File: src/rsc_pkg.sv
// Constants and types for the redundancy stream switch control
package rsc_pkg;

  // Timing
  localparam int CLK_PERIOD_NS  = 8;
  localparam int DEB_TIME_US    = 10000;
  localparam int HOLD_TIME_US   = 50000;
  localparam int DEB_CYCLES_DEF =
    (DEB_TIME_US * 1000 + CLK_PERIOD_NS - 1) / CLK_PERIOD_NS;
  localparam int HOLD_CYCLES_DEF =
    (HOLD_TIME_US * 1000 + CLK_PERIOD_NS - 1) / CLK_PERIOD_NS;

  // Register offsets
  localparam logic [7:0] OFS_CTRL  = 8'h00;
  localparam logic [7:0] OFS_REQ   = 8'h01;
  localparam logic [7:0] OFS_STATE = 8'h02;
  localparam logic [7:0] OFS_ISTAT = 8'h03;
  localparam logic [7:0] OFS_IMASK = 8'h04;

  // Field positions and reset values
  localparam int         CTRL_HOT1 = 0;
  localparam int         CTRL_HOT2 = 1;
  localparam int         CTRL_HP   = 2;
  localparam logic [2:0] CTRL_RST  = 3'h3;
  localparam int         REQ_U1    = 0;
  localparam int         REQ_U2    = 1;
  localparam int         EV_SWITCH = 0;
  localparam int         EV_ALM1   = 1;
  localparam int         EV_ALM2   = 2;
  localparam int         EV_REMOTE = 3;
  localparam int         N_EV      = 4;
  localparam logic [3:0] IMASK_RST = 4'h0;

  // Contact order in the debounced vector
  localparam int CT_REM  = 0;
  localparam int CT_MAN  = 1;
  localparam int CT_STR2 = 2;

  typedef enum logic [2:0] {
    RSC_INIT = 3'b001,
    RSC_RUN  = 3'b010,
    RSC_HOLD = 3'b100
  } rsc_state_t;

endpackage : rsc_pkg

File: src/rsc_debounce.sv
// Contact synchroniser and debouncer
`timescale 1ns/1ps
`default_nettype none
module rsc_debounce
  import rsc_pkg::*;
#(
  parameter int CYCLES = DEB_CYCLES_DEF
) (
  // Clock and reset
  input  wire logic clk,
  input  wire logic rst_b,
  // Contact
  input  wire logic raw,
  output var  logic db
);
  localparam int CW = $clog2(CYCLES + 1);
  localparam logic [CW-1:0] LAST = CW'(CYCLES - 1);

  logic          s1_reg, s2_reg, db_reg, db_next;
  logic [CW-1:0] cnt_reg, cnt_next;

  always_comb begin
    db_next  = db_reg;
    cnt_next = '0;
    if (s2_reg != db_reg) begin
      cnt_next = cnt_reg + CW'(1);
      if (cnt_reg == LAST) begin
        db_next  = s2_reg;
        cnt_next = '0;
      end
    end
  end

  // Open contact reads high, so idle is one
  always_ff @(posedge clk) begin
    if (!rst_b) begin
      s1_reg  <= 1'b1;
      s2_reg  <= 1'b1;
      db_reg  <= 1'b1;
      cnt_reg <= '0;
    end else begin
      s1_reg  <= raw;
      s2_reg  <= s1_reg;
      db_reg  <= db_next;
      cnt_reg <= cnt_next;
    end
  end
  assign db = db_reg;

  a_deb_stable: assert property (@(posedge clk) disable iff (!rst_b)
    !$stable(db_reg) |-> $past(cnt_reg) == LAST)
    else $error("debounced contact moved before hold time");

endmodule : rsc_debounce
`default_nettype wire

File: src/rsc_irq.sv
// Sticky event status, mask and interrupt level
`timescale 1ns/1ps
`default_nettype none
module rsc_irq
  import rsc_pkg::*;
#(
  parameter int N = N_EV
) (
  // Clock and reset
  input  wire logic         clk,
  input  wire logic         rst_b,
  // Events and register writes
  input  wire logic [N-1:0] ev,
  input  wire logic         wr_stat,
  input  wire logic         wr_mask,
  input  wire logic [N-1:0] wdata,
  // State
  output var  logic [N-1:0] stat,
  output var  logic [N-1:0] mask,
  output var  logic         irq
);
  logic [N-1:0] stat_reg, stat_next, mask_reg, mask_next;
  logic         irq_reg, irq_next;

  // Set wins over a write-one clear in the same cycle
  always_comb begin
    stat_next = stat_reg;
    if (wr_stat) stat_next = stat_next & ~wdata;
    stat_next = stat_next | ev;
    mask_next = wr_mask ? wdata : mask_reg;
    irq_next  = |(stat_next & mask_next);
  end

  always_ff @(posedge clk) begin
    if (!rst_b) begin
      stat_reg <= '0;
      mask_reg <= N'(IMASK_RST);
      irq_reg  <= 1'b0;
    end else begin
      stat_reg <= stat_next;
      mask_reg <= mask_next;
      irq_reg  <= irq_next;
    end
  end
  assign stat = stat_reg;
  assign mask = mask_reg;
  assign irq  = irq_reg;

  a_irq_level: assert property (@(posedge clk) disable iff (!rst_b)
    irq_reg == |(stat_reg & mask_reg))
    else $error("interrupt level disagrees with status and mask");

  a_ev_sticky: assert property (@(posedge clk) disable iff (!rst_b)
    ev[0] |=> stat_reg[0])
    else $error("event lost from status");

endmodule : rsc_irq
`default_nettype wire

File: src/rsc_switch_ctrl.sv
// Stream selection and amplifier control for a one-for-one pair
//
// Local design decisions: the register offsets and strobed register access.
`timescale 1ns/1ps
`default_nettype none
//////////////////////////////////////////////////////////////////////////////
// Operation
// - After reset the selection is taken from the present switch position.
// - In automatic mode an alarm on the on-line stream moves to the other.
// - Transmit and receive switches always go to the same stream together.
// - Without the remote contact the block runs automatic, ignoring contacts.
// - An on-line request from either serial port or the register port is obeyed outside remote manual.
// - A grounded remote-enable contact hands control to the other contacts.
// - Under remote, grounded mode contact is manual, open is automatic.
// - In remote manual, grounded stream contact is stream 2, open stream 1.
// - In remote manual the contact stream holds whatever the alarms say.
// - Hot standby keeps both amplifiers on.
// - Warm standby powers only the on-line unit's amplifier unless high power is set.
// - A high-power system keeps the amplifier stage on in both modes.
// - Units see the controller present so their faults stay clearable.
module rsc_switch_ctrl
  import rsc_pkg::*;
#(
  parameter int DEB_CYCLES  = DEB_CYCLES_DEF,
  parameter int HOLD_CYCLES = HOLD_CYCLES_DEF
) (
  // Clock and reset
  input  wire logic       MCLK,
  input  wire logic       RST_B,
  // Register port
  input  wire logic [7:0] ADDR,
  input  wire logic [7:0] WDATA,
  input  wire logic       WR,
  input  wire logic       RD,
  output var  logic [7:0] RDATA,
  // Serial on-line requests, index 0 unit1 port, 1 unit2 port
  input  wire logic [1:0] REQ_VALID,
  input  wire logic [1:0] REQ_UNIT,
  // Unit alarms
  input  wire logic       ALARM_1,
  input  wire logic       ALARM_2,
  // Switch position feedback, one is stream 2
  input  wire logic       TX_SW_POS,
  input  wire logic       RX_SW_POS,
  // Contact closures, grounded is low
  input  wire logic       REM_EN_B,
  input  wire logic       MODE_MAN_B,
  input  wire logic       STREAM2_B,
  // Switch drive, one is stream 2
  output var  logic       SW_TX_SEL,
  output var  logic       SW_RX_SEL,
  // Amplifier control
  output var  logic       PA_ON_1,
  output var  logic       PA_ON_2,
  output var  logic       HPA_ON,
  // Unit presence and interrupt
  output var  logic       CTRL_PRESENT,
  output var  logic       IRQ
);

  localparam int HW = $clog2(HOLD_CYCLES + 1);
  localparam logic [HW-1:0] HOLD_LAST = HW'(HOLD_CYCLES - 1);

  function automatic logic hit(input logic [7:0] a, input logic [7:0] o);
    hit = (a == o);
  endfunction : hit

  //////////////////////////////////////////////////////////////////////////////
  // Contacts

  logic [2:0] raw_b, db_b;
  assign raw_b[CT_REM]  = REM_EN_B;
  assign raw_b[CT_MAN]  = MODE_MAN_B;
  assign raw_b[CT_STR2] = STREAM2_B;

  genvar gi;
  generate
    for (gi = 0; gi < 3; gi++) begin : g_deb
      rsc_debounce #(.CYCLES(DEB_CYCLES)) u_deb (
        .clk   (MCLK),
        .rst_b (RST_B),
        .raw   (raw_b[gi]),
        .db    (db_b[gi])
      );
    end
  endgenerate

  logic remote, man_sel, contact_s2;
  assign remote     = ~db_b[CT_REM];
  assign man_sel    = remote & ~db_b[CT_MAN];
  assign contact_s2 = ~db_b[CT_STR2];

  //////////////////////////////////////////////////////////////////////////////
  // Register port

  logic [2:0] ctrl_reg, ctrl_next;
  logic [7:0] rdata_reg, rdata_next;
  logic [3:0] istat, imask;
  logic       wr_ctrl, wr_req, wr_istat, wr_imask;

  assign wr_ctrl  = WR & hit(ADDR, OFS_CTRL);
  assign wr_req   = WR & hit(ADDR, OFS_REQ);
  assign wr_istat = WR & hit(ADDR, OFS_ISTAT);
  assign wr_imask = WR & hit(ADDR, OFS_IMASK);

  //////////////////////////////////////////////////////////////////////////////
  // Selection state

  rsc_state_t    state_reg, state_next;
  logic          online_reg, online_next;
  logic          pend_v_reg, pend_v_next;
  logic          pend_u_reg, pend_u_next;
  logic [HW-1:0] hold_reg, hold_next;
  logic          alarm_on, target, switched;
  logic [1:0]    alm_q_reg;
  logic          rem_q_reg;
  logic [3:0]    ev;

  // Alarm from whichever stream is on-line
  assign alarm_on = online_reg ? ALARM_2 : ALARM_1;

  always_comb begin
    state_next  = state_reg;
    online_next = online_reg;
    pend_v_next = pend_v_reg;
    pend_u_next = pend_u_reg;
    hold_next   = hold_reg;
    target      = online_reg;
    switched    = 1'b0;
    unique case (state_reg)
      RSC_INIT: begin
        // Resume where the switches stand, never a fixed stream
        online_next = TX_SW_POS;
        state_next  = RSC_RUN;
      end
      RSC_RUN: begin
        if (man_sel) begin
          target = contact_s2;
        end else if (pend_v_reg) begin
          target = pend_u_reg;
        end else if (alarm_on) begin
          target = ~online_reg;
        end
        pend_v_next = 1'b0;
        if (target != online_reg) begin
          online_next = target;
          switched    = 1'b1;
          hold_next   = HOLD_LAST;
          state_next  = RSC_HOLD;
        end
      end
      RSC_HOLD: begin
        // Settle time delays each ping-pong move of a double alarm until the count runs out
        if (hold_reg == '0) begin
          state_next = RSC_RUN;
        end else begin
          hold_next = hold_reg - HW'(1);
        end
      end
    endcase
    // New requests win over consumption; dropped under remote manual
    if (man_sel) begin
      pend_v_next = 1'b0;
    end else begin
      if (wr_req && (WDATA[REQ_U1] ^ WDATA[REQ_U2])) begin
        pend_v_next = 1'b1;
        pend_u_next = WDATA[REQ_U2];
      end
      for (int i = 0; i < 2; i++) begin
        if (REQ_VALID[i]) begin
          pend_v_next = 1'b1;
          pend_u_next = REQ_UNIT[i];
        end
      end
    end
  end

  always_ff @(posedge MCLK) begin
    if (!RST_B) begin
      state_reg  <= RSC_INIT;
      online_reg <= 1'b0;
      pend_v_reg <= 1'b0;
      pend_u_reg <= 1'b0;
      hold_reg   <= '0;
      alm_q_reg  <= 2'h0;
      rem_q_reg  <= 1'b0;
    end else begin
      state_reg  <= state_next;
      online_reg <= online_next;
      pend_v_reg <= pend_v_next;
      pend_u_reg <= pend_u_next;
      hold_reg   <= hold_next;
      alm_q_reg  <= {ALARM_2, ALARM_1};
      rem_q_reg  <= remote;
    end
  end

  //////////////////////////////////////////////////////////////////////////////
  // Outputs

  logic sw_tx_reg, sw_rx_reg, pa1_reg, pa2_reg, hpa_reg, pres_reg;
  logic pa1_next, pa2_next, hpa_next;

  always_comb begin
    ctrl_next = wr_ctrl ? WDATA[2:0] : ctrl_reg;
    hpa_next  = ctrl_next[CTRL_HP];
    // Hot keeps both on; warm powers only the on-line unit unless high power is set
    pa1_next  = ctrl_next[CTRL_HOT1] | ~online_next | hpa_next;
    pa2_next  = ctrl_next[CTRL_HOT2] | online_next | hpa_next;
    rdata_next = 8'h00;
    if (RD) begin
      unique case (ADDR)
        OFS_CTRL:  rdata_next = {5'h00, ctrl_reg};
        OFS_STATE: rdata_next = {2'h0, RX_SW_POS, TX_SW_POS, contact_s2,
                                 man_sel, remote, online_reg};
        OFS_ISTAT: rdata_next = {4'h0, istat};
        OFS_IMASK: rdata_next = {4'h0, imask};
        default:   rdata_next = 8'h00;
      endcase
    end
  end

  always_ff @(posedge MCLK) begin
    if (!RST_B) begin
      ctrl_reg  <= CTRL_RST;
      rdata_reg <= 8'h00;
      sw_tx_reg <= 1'b0;
      sw_rx_reg <= 1'b0;
      pa1_reg   <= 1'b0;
      pa2_reg   <= 1'b0;
      hpa_reg   <= 1'b0;
      pres_reg  <= 1'b0;
    end else begin
      ctrl_reg  <= ctrl_next;
      rdata_reg <= rdata_next;
      sw_tx_reg <= online_next;
      sw_rx_reg <= online_next;
      pa1_reg   <= pa1_next;
      pa2_reg   <= pa2_next;
      hpa_reg   <= hpa_next;
      pres_reg  <= 1'b1;
    end
  end

  assign RDATA        = rdata_reg;
  assign SW_TX_SEL    = sw_tx_reg;
  assign SW_RX_SEL    = sw_rx_reg;
  assign PA_ON_1      = pa1_reg;
  assign PA_ON_2      = pa2_reg;
  assign HPA_ON       = hpa_reg;
  assign CTRL_PRESENT = pres_reg;

  //////////////////////////////////////////////////////////////////////////////
  // Interrupts

  assign ev[EV_SWITCH] = switched;
  assign ev[EV_ALM1]   = ALARM_1 & ~alm_q_reg[0];
  assign ev[EV_ALM2]   = ALARM_2 & ~alm_q_reg[1];
  assign ev[EV_REMOTE] = remote ^ rem_q_reg;

  rsc_irq #(.N(N_EV)) u_irq (
    .clk     (MCLK),
    .rst_b   (RST_B),
    .ev      (ev),
    .wr_stat (wr_istat),
    .wr_mask (wr_imask),
    .wdata   (WDATA[N_EV-1:0]),
    .stat    (istat),
    .mask    (imask),
    .irq     (IRQ)
  );

  //////////////////////////////////////////////////////////////////////////////
  // Checks
  // Sampled RST_B keeps the release edge out of registered checks

  a_init_position: assert property (@(posedge MCLK) disable iff (!RST_B)
    RST_B && state_reg == RSC_INIT |=> online_reg == $past(TX_SW_POS))
    else $error("start selection not taken from switch position");

  a_auto_alarm_move: assert property (@(posedge MCLK) disable iff (!RST_B)
    state_reg == RSC_RUN && !man_sel && !pend_v_reg && alarm_on
    |=> online_reg != $past(online_reg) && state_reg == RSC_HOLD)
    else $error("alarm on on-line stream did not switch");

  a_paths_together: assert property (@(posedge MCLK) disable iff (!RST_B)
    RST_B |=> SW_TX_SEL == SW_RX_SEL && SW_TX_SEL == online_reg)
    else $error("transmit and receive paths differ");

  a_local_automatic: assert property (@(posedge MCLK) disable iff (!RST_B)
    db_b[CT_REM] |-> !man_sel)
    else $error("manual mode without remote contact");

  a_request_obeyed: assert property (@(posedge MCLK) disable iff (!RST_B)
    state_reg == RSC_RUN && pend_v_reg && !man_sel
    |=> online_reg == $past(pend_u_reg))
    else $error("on-line request not obeyed");

  a_remote_manual: assert property (@(posedge MCLK) disable iff (!RST_B)
    !db_b[CT_REM] && !db_b[CT_MAN] |-> man_sel)
    else $error("grounded mode contact did not select manual");

  a_contact_stream: assert property (@(posedge MCLK) disable iff (!RST_B)
    state_reg == RSC_RUN && man_sel |=> online_reg == $past(contact_s2))
    else $error("contact stream not selected");

  a_manual_holds: assert property (@(posedge MCLK) disable iff (!RST_B)
    man_sel && online_reg == contact_s2 && $stable(db_b)
    |=> $stable(online_reg))
    else $error("stream moved under remote manual");

  a_amp_state: assert property (@(posedge MCLK) disable iff (!RST_B)
    RST_B |=> PA_ON_1 == (ctrl_reg[CTRL_HOT1] | ~online_reg | ctrl_reg[CTRL_HP])
    && PA_ON_2 == (ctrl_reg[CTRL_HOT2] | online_reg | ctrl_reg[CTRL_HP]))
    else $error("amplifier state wrong for standby mode");

  a_hot_both_on: assert property (@(posedge MCLK) disable iff (!RST_B)
    RST_B && ctrl_reg[CTRL_HOT1] && ctrl_reg[CTRL_HOT2] && !wr_ctrl
    |=> PA_ON_1 && PA_ON_2)
    else $error("hot standby amplifier off");

  a_high_power: assert property (@(posedge MCLK) disable iff (!RST_B)
    ctrl_reg[CTRL_HP] && !wr_ctrl |=> HPA_ON && PA_ON_1 && PA_ON_2)
    else $error("high-power stage off");

  a_present: assert property (@(posedge MCLK) disable iff (!RST_B)
    RST_B |=> CTRL_PRESENT)
    else $error("presence not shown to units");

  c_auto_switch: cover property (@(posedge MCLK) disable iff (!RST_B)
    switched && !man_sel && !pend_v_reg);
  c_manual_switch: cover property (@(posedge MCLK) disable iff (!RST_B)
    switched && man_sel);
  c_request_switch: cover property (@(posedge MCLK) disable iff (!RST_B)
    switched && pend_v_reg);
  c_irq_raised: cover property (@(posedge MCLK) disable iff (!RST_B)
    $rose(IRQ));
  c_warm_switch: cover property (@(posedge MCLK) disable iff (!RST_B)
    switched && !ctrl_reg[CTRL_HOT1] && !ctrl_reg[CTRL_HOT2]);

endmodule : rsc_switch_ctrl
`default_nettype wire

File: config.mk
export PLATFORM = sky130hd
export DESIGN_NAME = rsc_switch_ctrl
export DESIGN_NICKNAME = d
export VERILOG_FILES = /design/src/rsc_pkg.sv /design/src/rsc_debounce.sv /design/src/rsc_irq.sv /design/src/rsc_switch_ctrl.sv
export SDC_FILE = /design/constraint.sdc
export NUM_CORES = 1
export LEC_CHECK = 0
export BUFFER_PORTS_ARGS = -buffer_cell sky130_fd_sc_hd__buf_2
export CORE_ASPECT_RATIO = 0.5
export CORE_MARGIN = 4
export CORE_UTILIZATION = 45
export DETAILED_ROUTE_END_ITERATION = 16
export PLACE_DENSITY = 0.61
export SYNTH_ARGS = -nofsm -noshare
export SYNTH_HDL_FRONTEND = slang
export SYNTH_SLANG_ARGS = --single-unit
File: constraint.sdc
create_clock -name MCLK -period 3.5 [get_ports MCLK]
set_clock_uncertainty 0.2 [all_clocks]
set_input_delay 0.35 -clock MCLK [delete_from_list [all_inputs] [get_ports MCLK]]
set_output_delay 0.35 -clock MCLK [all_outputs]
set_load 0.01 [all_outputs]
Word level (Yosys, flattened, before mapping)
Index checks and enable logic that the tools add are counted.
- add/sub/neg operators: 4
- eq/ne operators: 17
- muxes and demuxes: 27
- bitwise operators: 29
- reductions and logical operators: 18
- operators with widths (cell ; number):
    21-bit by 1-bit adder with 21-bit output (second input constant) ; 3
    21-bit == test (second input constant) ; 3
    23-bit 2-to-1 mux ; 2
    23-bit case mux with 2 select lines ; 1
    6-bit case mux with 4 select lines ; 1
    23-bit logical NOT ; 1
    23-bit by 1-bit subtractor with 23-bit output (second input constant) ; 1
    8-bit by 2-bit == test with 1-bit output (second input constant) ; 2
    1-bit 2-to-1 mux ; 16
    1-bit inverter ; 12
    2-bit AND reduction ; 6
    3-bit 2-to-1 mux ; 3
    3-bit case mux with 3 select lines ; 1
    3-bit OR reduction ; 3
    4-bit bitwise AND ; 2
    8-bit by 1-bit == test with 1-bit output (second input constant) ; 1
    8-bit by 3-bit == test with 1-bit output (second input constant) ; 1
    8-bit logical NOT ; 1
    4-bit 2-to-1 mux ; 2
    1-bit bitwise AND ; 7
    2-bit != test (second input constant) ; 3
    1-bit != test ; 4
    4-bit inverter ; 1
    1-bit OR ; 4
    other kinds (13) ; 14
- register bits after elaboration: 128
- input port bits: 31
- output and inout bits: 15
- logic and storage cells: 123

Logic depth before layout (Yosys ltp)
- depth after elaboration: 11
- depth in mapped cells: 13
- depth with buffers taken out: 11

Modules after synthesis
A second synthesis with hierarchy kept.
- cell total of the unflattened synthesis: 645
- area, all modules: 5908.2 µm²
- modules (own cells, without submodules) (module ; instances ; cells an instance ; area each (µm²)):
    rsc_switch_ctrl ; 1 ; 250 ; 2264.7
    rsc_debounce at g_deb[0].u_deb ... ; 2 ; 121 ; 1088.5
    rsc_debounce at g_deb[1].u_deb ; 1 ; 121 ; 1091.0
    rsc_irq ; 1 ; 32 ; 375.4

Worst setup path after synthesis
Ideal clock, no wire load.
- path type: register to register
- from: reg SW_RX_SEL (netlist name)
- to: reg hold_reg[15]
- setup time: 0.072 ns
- data arrival time: 2.674 ns
- path slack: 0.554 ns
- cell stages (with the launch flop): 13
- cells stage by stage: dfxtp_1 -> inv_1 -> mux2i_1 -> nor2_1 -> a21oi_1 -> mux2i_1 -> ha_1 -> or4b_1 -> clkbuf_1 -> nand2_1 -> o31ai_4 -> or4_1 -> a21oi_1
- RTL lines (what ; line ; source):
    end signal: assignment ; rsc_switch_ctrl.sv:192 ; hold_reg <= hold_next;
    end: declaration ; rsc_switch_ctrl.sv:113 ; logic [HW-1:0] hold_reg, hold_next;

Worst setup path after layout
- from: in ALARM_1
- to: reg hold_reg[21]
- cells in the longest elaborated chain, start to end: 8
- RTL lines (what ; line ; source):
    start: declaration ; rsc_switch_ctrl.sv:40 ; input wire logic ALARM_1,
    1-bit 2-to-1 mux ; rsc_switch_ctrl.sv:120 ; assign alarm_on = online_reg ? ALARM_2 : ALARM_1;
    1-bit 2-to-1 mux ; rsc_switch_ctrl.sv:141 ; end else if (alarm_on) begin
    1-bit 2-to-1 mux ; rsc_switch_ctrl.sv:139 ; end else if (pend_v_reg) begin
    1-bit 2-to-1 mux ; rsc_switch_ctrl.sv:137 ; if (man_sel) begin
    1-bit 2-to-1 mux ; rsc_switch_ctrl.sv:130 ; unique case (state_reg)
    1-bit != test ; rsc_switch_ctrl.sv:145 ; if (target != online_reg) begin
    2-bit != test (no source line) ; - ;
    3-bit AND reduction (no source line) ; - ;
Every way passes these cells. The select of a mux whose other input is x is not followed.
A chain may end at the register's enable or synchronous reset.

==> impl_results.md <==
* Status: finished, final reports clean
* Detailed Route WL at 11800 um
* Maximum achievable frequency at 319 MHz
* Met3 usage at 0.0458
* Met2 Use GR at 0.277
* Average vias per placed instance at 5.27
* Sequential share of power at 0.407
* Critical path data required time at 3.59 ns
* Wire per inst at 13.6 um
* Synthesized flop and latch total at 125
* Core Util, Final at 0.552
* Count of final max-slew check failures at 0
* Vias in the first global route at 4374
* IO Port Bufs at 39
* Worst R2R End: hold_reg[21]$_SDFFE_PN0P_
* Post-synthesis cell count at 647
* Number of distinct library cells after synthesis at 58
* Worst setup path endpoint: hold_reg[21]$_SDFFE_PN0P_
* Design Area, Final at 6640 sq um
* Final setup vio count at 0
* Die width at 166 um
* R2R Path Start: g_deb[1].u_deb.db$_SDFFE_PN1P_
* Startpoint types: input pin
* Worst Hold Class: input pin to flip-flop
* Detail Route Antenna Nets at 0
* Max_cap viols at 0
* CTS Buf Count at 17
* Power Dens Cells at 556 nW/um^2
* Max transition margin at 0.518
* Antenna violations before repair at 0
* Design internal power at 2.81 mW
* Top-area cell type share of the netlist area at 0.445
* GR peak layer: met2
* Clk sinks at 125
* Synthesized area per cell at 8.70 sq um
* IO Count at 46
* Final WS setup at 0.363 ns
* Share of total power in combinational logic at 0.097
* Core Region at 12000 sq um
* Diode count at 0
* Final Hold Viols at 0
* Max FFs per register at 63
* Die Height at 87.1 um
* R2R setup slack at 0.49 ns
* Maximum clock insertion buffer count at 2
* Total gr overflow at 0
* Critical path origin: ALARM_1
* Crit path max fanout at 10
* Clock group share of total power at 0.495
* Layout cells sized above 1 at 0.119
* Worst vdd ir at 0.000240 V
* Sw power at 0.877 mW
* RSZ-0062 raised after global routing: false
* Period utilisation layout at 0.896
* Primary FF master, synth: dfxtp_1
* Initial Util at 0.468
* Die ar. at 14500 sq um
* WS Path Type: input pin to flip-flop
* Ranking of synthesized cells by area: dfxtp_1 44%, nor2_1 7.8%, xnor2_1 6.5%
* First-pass GRT wire length at 20500 um
* Worst Max-Slew Pin Slew at 0.723 ns
* Post-DP HPWL at 8060 um
* DRT iter0 DRCs at 334
* Worst Hold Launch: ALARM_2
* Reg2reg path depth at 8
* Worst-Skew Late Latency at 0.41 ns
* Post-synth EDFFs at 0
* H-Tree Depth at 4
* DRC at 0
* DP Worst Slack at 0.453 ns
* CP Capture Type: flip-flop
* Synthesis Warnings at 0
* CTS tree: built
* Post-route minimum period at 3.14 ns
* Worst EP arrival at 3.23 ns
* Total GRT Usage at 0.172
* Worst-path clk slew at 0.05 ns
* Via count at 4589
* Sequential fraction of the synthesis area at 0.445
* Clock root buffer: clkbuf_16
* Power consumption at 3.69 mW
* Row cnt at 28
* Ys async rst share at 0
* Placed Area at 5960 sq um
* Placer Congestion at 0.783
* PostCTS Resize Cnt at 0
* Sw Share at 0.238
* Pin count of the biggest net entering global routing at 32
* Initial DRT Pass Iterations at 5
* Final setup TNS at 0 ns
* M1 GR Usage at 0.226
* Yosys top cell by area: dfxtp_1
* Fin nets at 730
* Synthesized area at 5630 sq um
* P&R area growth vs syn at 17.9%
* P_leak at 2.37 nW
* Postcts setup bufs at 0
-- worst max-delay path, cell delays in order --
cell and delay [ns]:
dlygate4sd3_1 0.53, buf_2 0.14, mux2i_1 0.13, nor2_1 0.05
a21oi_1 0.11, mux2i_1 0.13, ha_1 0.31, or4b_1 0.49
nand2_1 0.14, o31a_1 0.39, nand3_1 0.15, mux2_2 0.29
-- layout by cell type, fill, tap and decap left out, types with 3 or more instances in the layout --
| master | instances |
|---|---|
| o211ai_1 | 3 |
| nor2_1 | 117 |
| bufinv_16 | 4 |
| a311oi_1 | 9 |
| nand3_1 | 28 |
| nand4_1 | 13 |
| buf_2 | 39 |
| and3_1 | 12 |
| or3_1 | 14 |
| clkbuf_16 | 17 |
| xnor2_1 | 42 |
| nand2b_1 | 10 |
| and2_1 | 9 |
| nand2_1 | 39 |
| nor4b_1 | 6 |
| xor2_1 | 23 |
| or4_1 | 11 |
| and4_1 | 5 |
| o21ai_0 | 8 |
| dlygate4sd3_1 | 6 |
| a21oi_1 | 28 |
| nor3b_1 | 3 |
| buf_4 | 5 |
| mux2i_1 | 11 |
| clkbuf_1 | 3 |
| inv_1 | 22 |
| a22oi_1 | 3 |
| dfxtp_1 | 125 |
| nor3_1 | 15 |
| o31ai_1 | 5 |
| clkinvlp_4 | 3 |
| ha_1 | 6 |
| nor4_1 | 16 |
| clkinv_2 | 3 |
| a31oi_1 | 4 |
-- cell usage after synthesis, types with 3 or more instances --
library cell  number
nor4_1            16
nor2_1           117
dfxtp_1          125
o21ai_0            8
or4_1             11
a31oi_1            4
buf_4              3
xnor2_1           42
mux2i_1           11
a21oi_1           28
a22oi_1            3
o211ai_1           3
and4_1             5
xor2_1            23
ha_1               6
nor3_1            15
or3_1             14
inv_1             22
clkbuf_1          18
nor3b_1            3
nand3_1           28
nand2_1           39
nor4b_1            6
nand2b_1          10
and3_1            12
a311oi_1           9
and2_1             9
nand4_1           13
o31ai_1            5
-- cells by family (layout without fill, tap and decap cells) --
logic type,Yosys count,after routing,share of synthesized area
buffers and inverters,46,104,0.0342
AO/OA/AOI/OAI,78,78,0.0943
other,1,2,0.000666
XOR/XNOR,65,65,0.101
AND/OR/NAND/NOR,313,313,0.288
multiplexers,13,13,0.0236
adder cells (fa/ha/maj),6,6,0.0133
flip-flops,125,125,0.445
-- worst min path at each step --
stage,to,slack (ns),cells after the start
after floorplan,CTRL_PRESENT$_DFF_P_,0.18,0
after global routing,alm_q_reg[1]$_SDFF_PN0_,0.03,3
after CTS,alm_q_reg[1]$_SDFF_PN0_,0.008,3
after detailed placement,g_deb[0].u_deb.s2_reg$_SDFF_PN1_,0.20,1
after global placement,g_deb[0].u_deb.s2_reg$_SDFF_PN1_,0.20,1
final,alm_q_reg[1]$_SDFF_PN0_,0.02,3
-- routing by layer --
metal / share of wire / up-vias
li1: - / 2359
met4: 0.0077 / 0
met2: 0.46 / 47
met3: 0.028 / 7
met1: 0.50 / 2176
met5: 0 / -
-- area by class of cell --
class | instances | area (sq um)
fill | 1083 | 5380
multi-input combinational | 477 | 2940
sequential | 125 | 2500
inverter | 22 | 82.6
timing repair buffer | 50 | 293
clock inverter | 11 | 166
clock buffer | 21 | 450
tap | 165 | 206
-- power groups by stage --
| stage | Combinational, mW | Sequential [mW] | Clock (mW) |
|---|---|---|---|
| final | 0.359 | 1.50 | 1.83 |
| after global routing | 0.403 | 1.51 | 1.95 |
| after CTS | 0.359 | 1.50 | 1.87 |
| after detailed placement | 0.350 | 1.53 | 0 |
| after global placement | 0.344 | 1.53 | 0 |
| after floorplan | 0.262 | 1.53 | 0 |
-- stage by stage --
stage                     instances  hold slack, ns
after global placement          833           0.196
after global routing            871          0.0267
after detailed placement        833           0.196
final                           871          0.0207
after CTS                       871         0.00752
after floorplan                 648           0.178
-- what timing repair did --
item | 4_1_cts | 5_1_grt
endpoints found under the setup margin | 0 | 0
endpoints found under the hold margin | 6 | 0
hold buffers | 6 | 0
No activity file was read; power rests on OpenSTA's default activity.
